**config.mk**
```make
export PLATFORM = sky130hd
export DESIGN_NAME = bor_regs
export DESIGN_NICKNAME = d
export VERILOG_FILES = /design/src/inc/bor_pkg.sv /design/src/design/bor_regs.sv
export SDC_FILE = /design/constraint.sdc
export NUM_CORES = 1
export LEC_CHECK = 0
export ABC_CLOCK_PERIOD_IN_PS = 3100
export BUFFER_PORTS_ARGS = -buffer_cell sky130_fd_sc_hd__buf_2
export CORE_UTILIZATION = 48
export DETAILED_ROUTE_END_ITERATION = 6
export PLACE_DENSITY = 0.75
export RECOVER_POWER = 25
export SYNTH_ARGS = -nofsm -noshare
export SYNTH_HDL_FRONTEND = slang
export SYNTH_SLANG_ARGS = --single-unit
```
**constraint.sdc**
```tcl
create_clock -name mclk_in -period 3.1 [get_ports mclk_in]
set_input_delay 0.775 -clock mclk_in [delete_from_list [all_inputs] [get_ports mclk_in]]
set_output_delay 0.775 -clock mclk_in [all_outputs]
set_load 0.03 [all_outputs]
```
**src/inc/bor_pkg.sv**
```systemverilog
// Package with register map, field layout, bus constants and voltage table
package bor_pkg;
  // ----------------------------------------
  // Serial slave address and transfer sizes
  // ----------------------------------------
  localparam logic [6:0] SLAVE_ADDR = 7'h5b;
  localparam logic [3:0] BITS_PER_BYTE = 4'h8;

  // ----------------------------------------
  // Register offsets
  // ----------------------------------------
  localparam logic [7:0] OFS_OUTPUT_VOLTAGE_CONFIG   = 8'h10;
  localparam logic [7:0] OFS_OPERATING_MODE_SELECT   = 8'h11;
  localparam logic [7:0] OFS_RESERVED_READONLY       = 8'h12;
  localparam logic [7:0] OFS_ENABLE_AND_POWER_STATUS = 8'h13;

  // ----------------------------------------
  // Field positions
  // ----------------------------------------
  localparam int CODE_MSB       = 5;
  localparam int RANGE_BIT      = 6;
  localparam int MODE_BIT       = 0;
  localparam int ENABLE_BIT     = 0;
  localparam int PWR_OK_BIT     = 1;
  localparam int WRITE_EXACT_BIT = 2;

  // ----------------------------------------
  // Reset values (loaded by the register file on reset)
  // ----------------------------------------
  localparam logic [5:0] RST_CODE        = 6'h00;
  localparam logic       RST_RANGE       = 1'b1;
  localparam logic       RST_MODE        = 1'b0;
  localparam logic       RST_ENABLE      = 1'b0;
  localparam logic       RST_WRITE_EXACT = 1'b0;
  // Value returned by every read-only filler bit
  localparam logic       RO_FILL         = 1'b0;

  // ----------------------------------------
  // Voltage decode, millivolts
  // ----------------------------------------
  localparam logic [12:0] HIGH_BASE_MV = 13'h04e2;
  localparam logic [12:0] HIGH_STEP_MV = 13'h0032;
  localparam logic [5:0]  LOW_FIRST_ROW  = 6'h10;
  localparam logic [5:0]  LOW_FIRST_CODE = 6'h12;
  // Low range targets for codes 16..63; first two entries are unavailable
  localparam logic [11:0] LOW_MV [0:47] = '{
    12'h000, 12'h000, 12'h44c, 12'h465, 12'h47e, 12'h497, 12'h4b0, 12'h4c9,
    12'h4e7, 12'h500, 12'h519, 12'h532, 12'h54b, 12'h564, 12'h57d, 12'h596,
    12'h5af, 12'h5c8, 12'h5e1, 12'h5fa, 12'h613, 12'h631, 12'h64a, 12'h663,
    12'h67c, 12'h695, 12'h6ae, 12'h6c7, 12'h6e0, 12'h6f9, 12'h712, 12'h72b,
    12'h744, 12'h762, 12'h77b, 12'h794, 12'h7ad, 12'h7c6, 12'h7df, 12'h7f8,
    12'h811, 12'h82a, 12'h843, 12'h85c, 12'h875, 12'h88e, 12'h898, 12'h8c5};

  // ----------------------------------------
  // Serial slave states
  // ----------------------------------------
  typedef enum logic [3:0] {
    ST_IDLE, ST_ADDR, ST_ADDR_ACK, ST_PTR, ST_PTR_ACK,
    ST_WDATA, ST_WDATA_ACK, ST_RDATA, ST_RDATA_ACK
  } bor_state_t;
endpackage

```
**src/design/bor_regs.sv**
```systemverilog
// Step-down regulator one control registers behind a two-wire serial slave
`timescale 1ns/1ps

module bor_regs (
  // Clock and reset
  input  wire logic        mclk_in,
  input  wire logic        sys_rst_in,
  // Serial bus pins
  input  wire logic        scl_in,
  input  wire logic        sda_in,
  output logic             sda_out,
  output logic             sda_oe_out,
  // Regulator status input
  input  wire logic        pwr_ok_in,
  // Regulator controls
  output logic [5:0]       voltage_code_out,
  output logic             range_select_out,
  output logic             forced_pwm_out,
  output logic             reg_enable_out,
  output logic             write_exact_out,
  // Decoded target
  output logic [12:0]      target_mv_out,
  output logic             target_valid_out
);

  // ----------------------------------------
  // Functions
  // ----------------------------------------
  function automatic logic [12:0] target_mv(input logic range, input logic [5:0] code);
    logic [5:0] idx;
    idx = code - bor_pkg::LOW_FIRST_ROW;
    if (range)
      target_mv = bor_pkg::HIGH_BASE_MV + 13'(code) * bor_pkg::HIGH_STEP_MV;
    else if (code >= bor_pkg::LOW_FIRST_CODE)
      target_mv = 13'(bor_pkg::LOW_MV[idx]);
    else
      target_mv = 13'h0000;
  endfunction

  // ----------------------------------------
  // State
  // ----------------------------------------
  bor_pkg::bor_state_t state_reg;
  bor_pkg::bor_state_t state_next;
  logic       scl_d_reg;
  logic       sda_d_reg;
  logic [7:0] shift_reg;
  logic [3:0] cnt_reg;
  logic [7:0] ptr_reg;
  logic       oe_reg;
  logic [5:0] code_reg;
  logic       range_reg;
  logic       mode_reg;
  logic       enable_reg;
  logic       wexact_reg;
  logic [12:0] mv_reg;
  logic       valid_reg;

  // ----------------------------------------
  // Pin events and decode
  // ----------------------------------------
  wire        scl_rise  = scl_in & ~scl_d_reg;
  wire        scl_fall  = ~scl_in & scl_d_reg;
  wire        start_ev  = scl_in & scl_d_reg & sda_d_reg & ~sda_in;
  wire        stop_ev   = scl_in & scl_d_reg & ~sda_d_reg & sda_in;
  wire        byte_done = (cnt_reg == bor_pkg::BITS_PER_BYTE);
  wire        addr_hit  = (shift_reg[7:1] == bor_pkg::SLAVE_ADDR);
  wire        rd_req    = shift_reg[0];
  wire        wr_strobe = scl_fall & byte_done & (state_reg == bor_pkg::ST_WDATA);
  wire        sel_volt  = (ptr_reg == bor_pkg::OFS_OUTPUT_VOLTAGE_CONFIG);
  wire        sel_mode  = (ptr_reg == bor_pkg::OFS_OPERATING_MODE_SELECT);
  wire        sel_en    = (ptr_reg == bor_pkg::OFS_ENABLE_AND_POWER_STATUS);
  // Reserved bits read as a fixed fill; offset 0x12 has no storage at all
  wire [7:0]  rd_volt   = {bor_pkg::RO_FILL, range_reg, code_reg};
  wire [7:0]  rd_mode   = {{7{bor_pkg::RO_FILL}}, mode_reg};
  wire [7:0]  rd_en     = {{5{bor_pkg::RO_FILL}}, wexact_reg, pwr_ok_in, enable_reg};
  wire [7:0]  rd_data   = sel_volt ? rd_volt : sel_mode ? rd_mode :
                          sel_en ? rd_en : {8{bor_pkg::RO_FILL}};

  assign sda_out          = 1'b0;
  assign sda_oe_out       = oe_reg;
  assign voltage_code_out = code_reg;
  assign range_select_out = range_reg;
  assign forced_pwm_out   = mode_reg;
  assign reg_enable_out   = enable_reg;
  assign write_exact_out  = wexact_reg;
  assign target_mv_out    = mv_reg;
  assign target_valid_out = valid_reg;

  // ----------------------------------------
  // Slave sequencing
  // ----------------------------------------
  // Bits are taken on the SCL rise; the slave changes SDA only on the fall
  always_comb begin
    state_next = state_reg;
    unique case (state_reg)
      bor_pkg::ST_IDLE:      state_next = bor_pkg::ST_IDLE;
      bor_pkg::ST_ADDR:
        if (scl_fall && byte_done) begin
          if (!addr_hit)
            state_next = bor_pkg::ST_IDLE;
          else
            state_next = bor_pkg::ST_ADDR_ACK;
        end
      bor_pkg::ST_ADDR_ACK:
        if (scl_fall) begin
          state_next = rd_req ? bor_pkg::ST_RDATA : bor_pkg::ST_PTR;
        end
      bor_pkg::ST_PTR:
        if (scl_fall && byte_done) begin
          state_next = bor_pkg::ST_PTR_ACK;
        end
      bor_pkg::ST_PTR_ACK:
        if (scl_fall) begin
          state_next = bor_pkg::ST_WDATA;
        end
      bor_pkg::ST_WDATA:
        if (scl_fall && byte_done) begin
          state_next = bor_pkg::ST_WDATA_ACK;
        end
      bor_pkg::ST_WDATA_ACK:
        if (scl_fall) begin
          state_next = bor_pkg::ST_WDATA;
        end
      bor_pkg::ST_RDATA:
        if (scl_fall && byte_done) begin
          state_next = bor_pkg::ST_RDATA_ACK;
        end
      bor_pkg::ST_RDATA_ACK:
        // Master NACK ends the read on the rise; after an ACK the same register
        // reloads on the fall, so SDA never moves while SCL is high
        if (scl_rise && sda_in)
          state_next = bor_pkg::ST_IDLE;
        else if (scl_fall)
          state_next = bor_pkg::ST_RDATA;
    endcase
    if (stop_ev)
      state_next = bor_pkg::ST_IDLE;
    if (start_ev)
      state_next = bor_pkg::ST_ADDR;
  end

  always_ff @(posedge mclk_in) begin
    if (sys_rst_in) begin
      state_reg <= bor_pkg::ST_IDLE;
      scl_d_reg <= 1'b1;
      sda_d_reg <= 1'b1;
    end else begin
      state_reg <= state_next;
      scl_d_reg <= scl_in;
      sda_d_reg <= sda_in;
    end
  end

  // ----------------------------------------
  // Shifter, bit count, SDA drive
  // ----------------------------------------
  wire entering_rd = (state_next == bor_pkg::ST_RDATA) && (state_reg != bor_pkg::ST_RDATA);
  wire rx_state    = (state_reg == bor_pkg::ST_ADDR) || (state_reg == bor_pkg::ST_PTR) ||
                     (state_reg == bor_pkg::ST_WDATA);
  wire ack_state   = (state_next == bor_pkg::ST_ADDR_ACK) || (state_next == bor_pkg::ST_PTR_ACK) ||
                     (state_next == bor_pkg::ST_WDATA_ACK);

  always_ff @(posedge mclk_in) begin
    if (sys_rst_in || start_ev || stop_ev) begin
      cnt_reg <= 4'h0;
      oe_reg  <= 1'b0;
    end else if (entering_rd) begin
      shift_reg <= {rd_data[6:0], 1'b0};
      oe_reg    <= ~rd_data[7];
      cnt_reg   <= 4'h1;
    end else if (scl_fall) begin
      if (ack_state) begin
        oe_reg <= 1'b1;
      end else if (state_reg == bor_pkg::ST_RDATA && !byte_done) begin
        oe_reg    <= ~shift_reg[7];
        shift_reg <= {shift_reg[6:0], 1'b0};
        cnt_reg   <= cnt_reg + 4'h1;
      end else begin
        oe_reg  <= 1'b0;
        cnt_reg <= byte_done ? 4'h0 : cnt_reg;
      end
    end else if (scl_rise && rx_state && !byte_done) begin
      shift_reg <= {shift_reg[6:0], sda_in};
      cnt_reg   <= cnt_reg + 4'h1;
    end
  end

  // ----------------------------------------
  // Register file
  // ----------------------------------------
  always_ff @(posedge mclk_in) begin
    if (sys_rst_in) begin
      ptr_reg    <= bor_pkg::OFS_OUTPUT_VOLTAGE_CONFIG;
      code_reg   <= bor_pkg::RST_CODE;
      range_reg  <= bor_pkg::RST_RANGE;
      mode_reg   <= bor_pkg::RST_MODE;
      enable_reg <= bor_pkg::RST_ENABLE;
      wexact_reg <= bor_pkg::RST_WRITE_EXACT;
    end else begin
      if (scl_fall && byte_done && state_reg == bor_pkg::ST_PTR)
        ptr_reg <= shift_reg;
      // Only writable fields take data; read-only bits are dropped
      if (wr_strobe && sel_volt) begin
        code_reg  <= shift_reg[bor_pkg::CODE_MSB:0];
        range_reg <= shift_reg[bor_pkg::RANGE_BIT];
      end
      if (wr_strobe && sel_mode)
        mode_reg <= shift_reg[bor_pkg::MODE_BIT];
      if (wr_strobe && sel_en) begin
        enable_reg <= shift_reg[bor_pkg::ENABLE_BIT];
        wexact_reg <= shift_reg[bor_pkg::WRITE_EXACT_BIT];
      end
    end
  end

  // ----------------------------------------
  // Target voltage decode
  // ----------------------------------------
  // Unavailable low codes give zero with the valid flag low so the
  // converter never follows them
  wire low_ok = (code_reg >= bor_pkg::LOW_FIRST_CODE);
  always_ff @(posedge mclk_in) begin
    if (sys_rst_in) begin
      mv_reg    <= 13'h0000;
      valid_reg <= 1'b0;
    end else begin
      mv_reg    <= target_mv(range_reg, code_reg);
      valid_reg <= range_reg | low_ok;
    end
  end

endmodule

```
==> results of run 1 <==
[path summary, 6_finish.rpt]
kind / endpoint / cells after the start
worst min register to register: ptr_reg[6]$_SDFFE_PP0P_ / 2
worst max-delay path: target_mv_out[11]$_SDFF_PP0_ / 11
worst min-delay path: ptr_reg[6]$_SDFFE_PP0P_ / 2
worst max register to register: target_mv_out[11]$_SDFF_PP0_ / 11
[per-layer routing]
metal / track usage (%) / routed length, µm / vias up
met4: 9.766 / 290 / 0
li1: - / - / 1757
met2: 37.59 / 4544 / 136
met3: 3.068 / 566 / 34
met5: 0 / 0 / -
met1: 31.66 / 4350 / 1718
[repair_timing]
action / 4_1_cts / 5_1_grt
setup endpoints to repair: 0 / 3
hold buffers: 0 / 0
gates resized for setup: 0 / 5
[through the flow]
stage | hold slack, ns | power, µW | area, µm² | std cells | TNS [ns]
3_3_place_gp | 0.4351 | 764.7 | 4192 | 587 | 0
6_report | 0.4571 | 1174 | 4302 | 595 | 0
4_1_cts | 0.4572 | 1183 | 4289 | 595 | 0
3_5_place_dp | 0.4424 | 765.8 | 4192 | 587 | 0
5_1_grt | 0.4885 | 1219 | 4302 | 595 | -0.004647
2_1_floorplan | 0.4269 | 747.5 | 3961 | 471 | 0
[critical path, delay by kind of cell (launching register included)]
kind                     cells  cell delay, ns
adder cells (fa/ha/maj)      4            1.30
AO/OA/AOI/OAI                5            0.96
flip-flops                   1            0.35
buffers and inverters        1            0.17
AND/OR/NAND/NOR              1            0.08
[cell families after synthesis]
logic type	share of synthesized area, %
AO/OA/AOI/OAI	21.40
AND/OR/NAND/NOR	22.53
flip-flops	28.45
buffers and inverters	5.431
other	0.09690
multiplexers	5.334
adder cells (fa/ha/maj)	13.13
XOR/XNOR	3.621
[synthesized netlist by cell type, drive strengths merged, types with 2 or more instances]
cell type | count | share of area, %
or2 | 2 | 0.32
or3 | 5 | 0.81
clkbuf | 21 | 2.0
nor4b | 2 | 0.45
a211oi | 9 | 1.7
o31ai | 9 | 1.7
nor3 | 13 | 2.1
xor2 | 8 | 1.8
a32oi | 2 | 0.65
o311ai | 2 | 0.45
a21oi | 32 | 4.1
edfxtp | 8 | 6.2
buf | 11 | 1.5
nand4b | 4 | 0.91
a211o | 2 | 0.45
nor2b | 9 | 1.5
and2 | 7 | 1.1
nor2 | 34 | 3.7
mux4 | 2 | 1.2
and3b | 2 | 0.45
nand2b | 4 | 0.65
dfxtp | 43 | 22
a21o | 3 | 0.58
nand2 | 47 | 4.6
or4 | 3 | 0.68
and3 | 4 | 0.65
ha | 39 | 13
o21ai | 28 | 3.6
a311oi | 2 | 0.45
o21a | 3 | 0.58
nor4 | 5 | 0.81
a31oi | 6 | 0.97
nand3 | 14 | 1.8
o211ai | 9 | 1.7
nand4 | 4 | 0.65
o22ai | 10 | 1.6
inv | 19 | 1.8
nand3b | 2 | 0.39
o221ai | 2 | 0.45
mux2i | 15 | 3.9
or4b | 2 | 0.52
a221oi | 2 | 0.45
xnor2 | 8 | 1.8
[area by class of cell]
type | instances | area (µm²)
sequential | 51 | 1114
clock buffer | 5 | 68.82
fill | 743 | 3466
clock inverter | 3 | 28.78
tap | 102 | 127.6
inverter | 20 | 80.08
timing repair buffer | 46 | 251.5
multi-input combinational | 368 | 2631
[power by group]
| group | total (µW) | internal, µW | switching (µW) |
|---|---|---|---|
| clock network | 423 | 168 | 255 |
| logic | 65.4 | 17.7 | 47.7 |
| registers | 685 | 676 | 9.50 |
==> flow_metrics.tcl, run 1 <==
set metrics [dict create \
    status "complete, no violations" \
    syn-num-nets 516 \
    clock_sinks 51 \
    ys_ff_latch 51 \
    grt_pass1_vias 3327 \
    relSlewSlack_pct 60.00 \
    routed_via_density 6.126 \
    final_core_util_pct 55.38 \
    clk_pin_slew_ns 0.11 \
    initial_core_util_pct 49.82 \
    period_share_pct 96.31 \
    cts_root_buf "clkbuf_8" \
    n_antenna_cell 0 \
    finalWirelength_um 9752 \
    grt.overflow.total 0 \
    grt_use_total_pct 23.42 \
    reg2reg_from "voltage_code_out[1]$_SDFFE_PP0P_" \
    antenna_found_initial 0 \
    clk_path_buf_depth 2 \
    synth_area_per_cell_um2 8.216 \
    final_nets 537 \
    drive_above_1_share_pct 13.39 \
    crit_path_cell_trace "inv_1 -> ha_1 -> ha_1 -> ha_4 -> fa_1 -> a21o_1 -> a21oi_4 -> nor2_1 -> a311oi_2 -> a211o_1 -> o211ai_1" \
    die_area_um2 8425 \
    grt_pass1_wl_um 15970 \
    crit_path_top_delay_cell "fa_1" \
    drc_errors 0 \
    largest_reg_flops 13 \
    worstPathRequired_ns 3.29 \
    vias 3645 \
    antenna_left 0 \
    final.min_clock_period_ns 2.986 \
    final_cell_mix "46 x nand2_1, 39 x dfxtp_1, 37 x ha_1" \
    reg2reg_slack_ns 0.11 \
    ioPinCount 31 \
    dr.pass1.iters 5 \
    critPathLaunchType "flip-flop" \
    synth_area_um2 3870 \
    cts_tree "yes" \
    criticalPathCategory "reg2reg" \
    final_common_cell "nand2_1" \
    area_growth_pct 11.15 \
    critical_path.max_fanout 6 \
    fp.dieH_um 91.79 \
    worstSetupEndpointType "flip-flop" \
    port_buffers 29 \
    crit_start "voltage_code_out[1]$_SDFFE_PP0P_" \
    htree_levels 2 \
    ys_warn_count 0 \
    critPathMostFrequentCell "ha_1" \
    power.density_nw_per_um2 272.9 \
    setup_viol 0 \
    drt_iter0_markers 257 \
    post-cts-setup-buffers 0 \
    worst_slew_pin_slew_ns 0.5949 \
    max-cap-violations 0 \
    coreArea_um2 7767 \
    arrival_ns 3.18 \
    grt_max_degree 35 \
    yosysSeqAreaShare_pct 28.45 \
    drv_slew 0 \
    fin_skew_ns 0.008751 \
    dp_slack_ns 0.09487 \
    worst_path_largest_cell_delay_ns 0.46 \
    syn_inst 471 \
    ys_types 67 \
    cts_buffers 5 \
    synth-edff-count 8 \
    place_congestion 0.9236 \
    max_freq_ghz 0.3349 \
    die_w_um 91.79 \
    min_from "ptr_reg[6]$_SDFFE_PP0P_" \
    insertion_delay_ns 0.31 \
    power_leakage_uw 0.001701 \
    irDropWorstVdd_mv 0.1755 \
    routedWlPerCell_um 16.39 \
    synth_flop_cell "dfxtp_1" \
    row_count 32 \
    worst_slack_ns 0.1143 \
    hpwlAfterDp_um 7139 \
    synthArstFlopShare_pct 0 \
    hold_violations 0 \
    hold_path.class "reg2reg" \
]
No activity file was read; power rests on OpenSTA's default activity.
==> run 2, diff against run 1 <==
- CORE_UTILIZATION: 48 -> 45
- PLACE_DENSITY: 0.75 -> unset
- PLACE_DENSITY_LB_ADDON: unset -> 0.15
==> run 2 against run 1 <==
Compared with the run above: core utilization is 2.6 points lower; clock power is 18% higher; global-route usage is 0.24 points higher; maximum frequency is 1.0% lower; sequential power hardly changed; largest cell class unchanged; largest power group unchanged; highest routed layer unchanged.
==> flow_metrics.tcl, run 2 (synthesis results as in run 1) <==
set metrics [dict create \
    final_nets 539 \
    irDropWorstVdd_mv 0.1671 \
    largest_reg_flops 13 \
    cts_hold_buf 0 \
    vias 3558 \
    relSlewSlack_pct 62.88 \
    coreArea_um2 8258 \
    critPathLaunchType "flip-flop" \
    worstPathRequired_ns 3.35 \
    grt.overflow.total 0 \
    drt_iter0_markers 177 \
    hpwlAfterDp_um 7327 \
    criticalPathCategory "reg2reg" \
    min_from "ptr_reg[5]$_SDFFE_PP0P_" \
    htree_levels 2 \
    worst_slew_pin_slew_ns 0.5569 \
    grt_max_degree 30 \
    dr.pass1.iters 4 \
    final.min_clock_period_ns 3.017 \
    insertion_delay_ns 0.32 \
    drc_errors 0 \
    final_cell_mix "46 x nand2_1, 38 x dfxtp_1, 35 x ha_1" \
    setup_viol 0 \
    power.density_nw_per_um2 286.8 \
    hold_depth 2 \
    max_freq_ghz 0.3315 \
    reg2reg_from "voltage_code_out[1]$_SDFFE_PP0P_" \
    grt_pass1_wl_um 16450 \
    clk_path_buf_depth 2 \
    grt_use_total_pct 23.67 \
    drive_above_1_share_pct 14.55 \
    die_w_um 94.74 \
    grt_pass1_vias 3178 \
    antenna_found_initial 0 \
    power_leakage_uw 0.001707 \
    routed_via_density 5.930 \
    antenna_left 0 \
    initial_core_util_pct 46.86 \
    status "complete, no violations" \
    finalWirelength_um 10160 \
    cts_root_buf "clkbuf_8" \
    fp.dieH_um 94.74 \
    drv_slew 0 \
    hold_violations 0 \
    cts_tree "yes" \
    finalSetupTns_ns 0 \
    die_area_um2 8975 \
    place_congestion 0.8547 \
    rr_worst_depth 12 \
    final_common_cell "nand2_1" \
    arrival_ns 3.26 \
    n_antenna_cell 0 \
    critical_path.max_fanout 4 \
    max-cap-violations 0 \
    clk_pin_slew_ns 0.11 \
    reg2reg_slack_ns 0.08 \
    fin_skew_ns 0.01012 \
    clock_sinks 51 \
    area_growth_pct 12.58 \
    final_core_util_pct 52.76 \
    fillCellCount 804 \
    row_count 33 \
    hold_path.class "reg2reg" \
    worstSetupEndpointType "flip-flop" \
    port_buffers 29 \
    period_share_pct 97.31 \
    routedWlPerCell_um 16.93 \
    reg2reg_to "target_mv_out[9]$_SDFF_PP0_" \
    ioPinCount 31 \
    whs_endpoint "ptr_reg[5]$_SDFFE_PP0P_" \
    cts_buffers 5 \
]
==> run 2: layer usage <==
| layer | global-route usage, % | part of all wire [%] | up-vias |
|---|---|---|---|
| li1 | - | - | 1765 |
| met1 | 34.14 | 49 | 1693 |
| met3 | 3.221 | 3.7 | 12 |
| met4 | 6.818 | 1.7 | 0 |
| met5 | 0 | 0 | - |
| met2 | 36.57 | 46 | 88 |
==> run 2: worst max path at each step <==
| stage | to | from | cells past startpoint |
|---|---|---|---|
| after global routing | target_mv_out[9]$_SDFF_PP0_ | voltage_code_out[1]$_SDFFE_PP0P_ | 12 |
| final | target_mv_out[9]$_SDFF_PP0_ | voltage_code_out[1]$_SDFFE_PP0P_ | 12 |
| after global placement | target_mv_out[9]$_SDFF_PP0_ | voltage_code_out[1]$_SDFFE_PP0P_ | 11 |
| after floorplan | target_mv_out[11]$_SDFF_PP0_ | voltage_code_out[0]$_SDFFE_PP0P_ | 11 |
| after detailed placement | target_mv_out[11]$_SDFF_PP0_ | voltage_code_out[1]$_SDFFE_PP0P_ | 11 |
| after CTS | target_mv_out[11]$_SDFF_PP0_ | voltage_code_out[1]$_SDFFE_PP0P_ | 11 |
==> run 2: report_power, final <==
group	internal, µW	switching (µW)
Combinational	17.8	46.7
Clock	245	255
Sequential	676	9.58
==> run 2: per-stage QoR <==
stage / instance area (µm²) / power (µW) / worst slack, ns / hold slack, ns / instances
2_1_floorplan: 3961 / 747.5 / 0.01439 / 0.4269 / 471
3_3_place_gp: 4180 / 765.0 / 0.1776 / 0.4380 / 588
3_5_place_dp: 4180 / 765.7 / -0.001839 / 0.4437 / 588
4_1_cts: 4297 / 1264 / 0.03745 / 0.4594 / 596
5_1_grt: 4357 / 1289 / -0.03964 / 0.4757 / 600
6_report: 4357 / 1250 / 0.08339 / 0.4561 / 600
==> run 2: worst max-delay path: stages (launching register included) <==
cell and delay, ns:
dfxtp_4 0.37, clkinvlp_4 0.11, buf_4 0.16, ha_1 0.29
ha_1 0.28, ha_1 0.21, fa_1 0.40, a21o_1 0.22
a21oi_4 0.19, xnor2_2 0.15, a21boi_0 0.28, o21ai_1 0.12
a21oi_1 0.16
==> run 2: final cells by class <==
cell class                      count  area, µm²  share of cell area [%]
Inverter                           20      83.83                   1.924
Multi-Input combinational cell    368       2645                   60.71
Tap cell                          105      131.4                   3.016
Sequential cell                    51       1115                   25.59
Timing Repair Buffer               48      265.3                   6.088
Clock inverter                      3      47.55                   1.091
Clock buffer                        5      68.82                   1.580
==> run 2: what timing repair did <==
item | in CTS | in global routing
setup endpoints to repair | 2 | 4
pin swaps | 1 | 3
setup buffers | 0 | 4
gates resized for setup | 0 | 10
gates cloned | 0 | 0
==> run 3, diff against run 2 <==
- ABC_CLOCK_PERIOD_IN_PS: 3100 -> 3200
- PLACE_DENSITY_LB_ADDON: 0.15 -> unset
- clock period: 3.1 -> 3.2 ns (I/O delays scaled with it)
==> run 3 against run 2 <==
Compared with the run above: cell area decreased by 2.6%; count of clock-buffer cells in the layout unchanged; clock power shrank 17%; core utilization fell by 1.4 points; sequential power shrank 3.1%; critical path depth is 1 lower; sequential share of layout area grew 0.60 points; global-route usage decreased by 0.29 points; maximum frequency rose by 0.61%; worst hold slack improved by 0.0013 ns; sequential cell count unchanged.
==> flow_metrics.tcl, run 3 (synthesis results as in run 1) <==
set metrics [dict create \
    grt_use_total_pct 23.38 \
    fp.dieH_um 94.74 \
    fin_skew_ns 0.008288 \
    power.density_nw_per_um2 268.6 \
    cts_buffers 5 \
    cts_root_buf "clkbuf_8" \
    area_growth_pct 9.635 \
    ioPinCount 31 \
    worst_slack_ns 0.2018 \
    grt.overflow.total 0 \
    die_w_um 94.74 \
    die_area_um2 8975 \
    drv_slew 0 \
    critical_path.max_fanout 5 \
    grt_pass1_vias 3124 \
    clock_sinks 51 \
    drc_errors 0 \
    final_common_cell "nand2_1" \
    dr.pass1.iters 5 \
    vias 3518 \
    max-cap-violations 0 \
    criticalPathCategory "reg2reg" \
    antenna_found_initial 0 \
    coreArea_um2 8258 \
    worstPathRequired_ns 3.38 \
    final_cell_mix "46 x nand2_1, 39 x ha_1, 39 x dfxtp_1" \
    status "complete, no violations" \
    cts_tree "yes" \
    drive_above_1_share_pct 12.20 \
    cts_hold_buf 0 \
    final_nets 536 \
    hold_violations 0 \
    n_antenna_cell 0 \
    clk_pin_slew_ns 0.11 \
    irDropWorstVdd_mv 0.1765 \
    initial_core_util_pct 46.86 \
    fillCellCount 817 \
    row_count 33 \
    dp_slack_ns 0.1616 \
    htree_levels 2 \
    power_leakage_uw 0.001690 \
    arrival_ns 3.18 \
    routed_via_density 5.893 \
    worst_slew_pin_slew_ns 1.348 \
    finalWirelength_um 10040 \
    place_congestion 0.8882 \
    relSlewSlack_pct 10.16 \
    critPathLaunchType "flip-flop" \
    worstSetupEndpointType "flip-flop" \
    hold_path.class "reg2reg" \
    final.min_clock_period_ns 2.998 \
    setup_viol 0 \
    period_share_pct 93.69 \
    grt_pass1_wl_um 16430 \
    insertion_delay_ns 0.31 \
    port_buffers 29 \
    routedWlPerCell_um 16.81 \
    clk_path_buf_depth 2 \
    drt_iter0_markers 200 \
    max_freq_ghz 0.3335 \
    hpwlAfterDp_um 7232 \
    grt_max_degree 33 \
    final_core_util_pct 51.38 \
    antenna_left 0 \
    largest_reg_flops 13 \
]
## run 3: cell count changes in the layout (fill, tap and decap cells not counted), sizes merged
cell,before,now
clkinvlp,1,0
clkbuf,23,24
bufinv,1,0
inv,19,21
buf,30,26
## run 3: path summary, 6_finish.rpt
check	slack [ns]	depth (start not counted)	from	endpoint
min	0.46	2	ptr_reg[5]$_SDFFE_PP0P_	ptr_reg[5]$_SDFFE_PP0P_
max reg2reg	0.20	11	voltage_code_out[2]$_SDFFE_PP0P_	target_mv_out[11]$_SDFF_PP0_
min reg2reg	0.46	2	ptr_reg[5]$_SDFFE_PP0P_	ptr_reg[5]$_SDFFE_PP0P_
max	0.20	11	voltage_code_out[2]$_SDFFE_PP0P_	target_mv_out[11]$_SDFF_PP0_
## run 3: power breakdown
part / switching [µW] / internal, µW / leakage [µW]
sequential: 8.80 / 655 / 0.000424
clock: 252 / 162 / 0.0000491
combinational: 44.6 / 17.0 / 0.00122
total: 305 / 834 / 0.00169
## run 3: area by class of cell
cell class                      instances  area [µm²]  share of cell area (%)
Clock buffer                            5       68.82                   1.622
Clock inverter                          3       26.28                  0.6193
Inverter                               20       76.32                   1.799
Multi-Input combinational cell        368        2587                   60.98
Sequential cell                        51        1111                   26.19
Tap cell                              105       131.4                   3.096
Timing Repair Buffer                   45       241.5                   5.692
## run 3: timing repair
| item | in CTS | in global routing |
|---|---|---|
| resized for setup | 0 | 3 |
| setup buffers | 0 | 2 |
| endpoints found under the setup margin | 0 | 3 |
## run 3: critical path: stages, from the launching register on
cell and delay, ns:
dfxtp_2 0.40, inv_2 0.07, ha_1 0.29, ha_1 0.29, ha_1 0.32, fa_1 0.46, a21o_1 0.22, a21oi_4 0.20
nor2_1 0.07, a311oi_2 0.32, a211o_1 0.15, o211ai_1 0.08
## run 3: layer usage
metal | part of all wire (%) | vias to the layer above | GRT usage, %
met2 | 45 | 93 | 35.01
met4 | 0.39 | 0 | 3.662
li1 | - | 1757 | -
met1 | 49 | 1666 | 35.88
met3 | 5.4 | 2 | 3.060
met5 | 0 | - | 0
## run 3: metrics by stage
stage | setup TNS (ns) | area (µm²) | total power (µW) | hold slack (ns) | instances
after floorplan | 0 | 3906 | 725.0 | 0.4269 | 471
after global placement | 0 | 4141 | 742.5 | 0.4391 | 587
after detailed placement | 0 | 4141 | 742.1 | 0.4437 | 587
after CTS | 0 | 4237 | 1148 | 0.4594 | 595
after global routing | -0.02915 | 4243 | 1180 | 0.4775 | 597
final | 0 | 4243 | 1140 | 0.4574 | 597
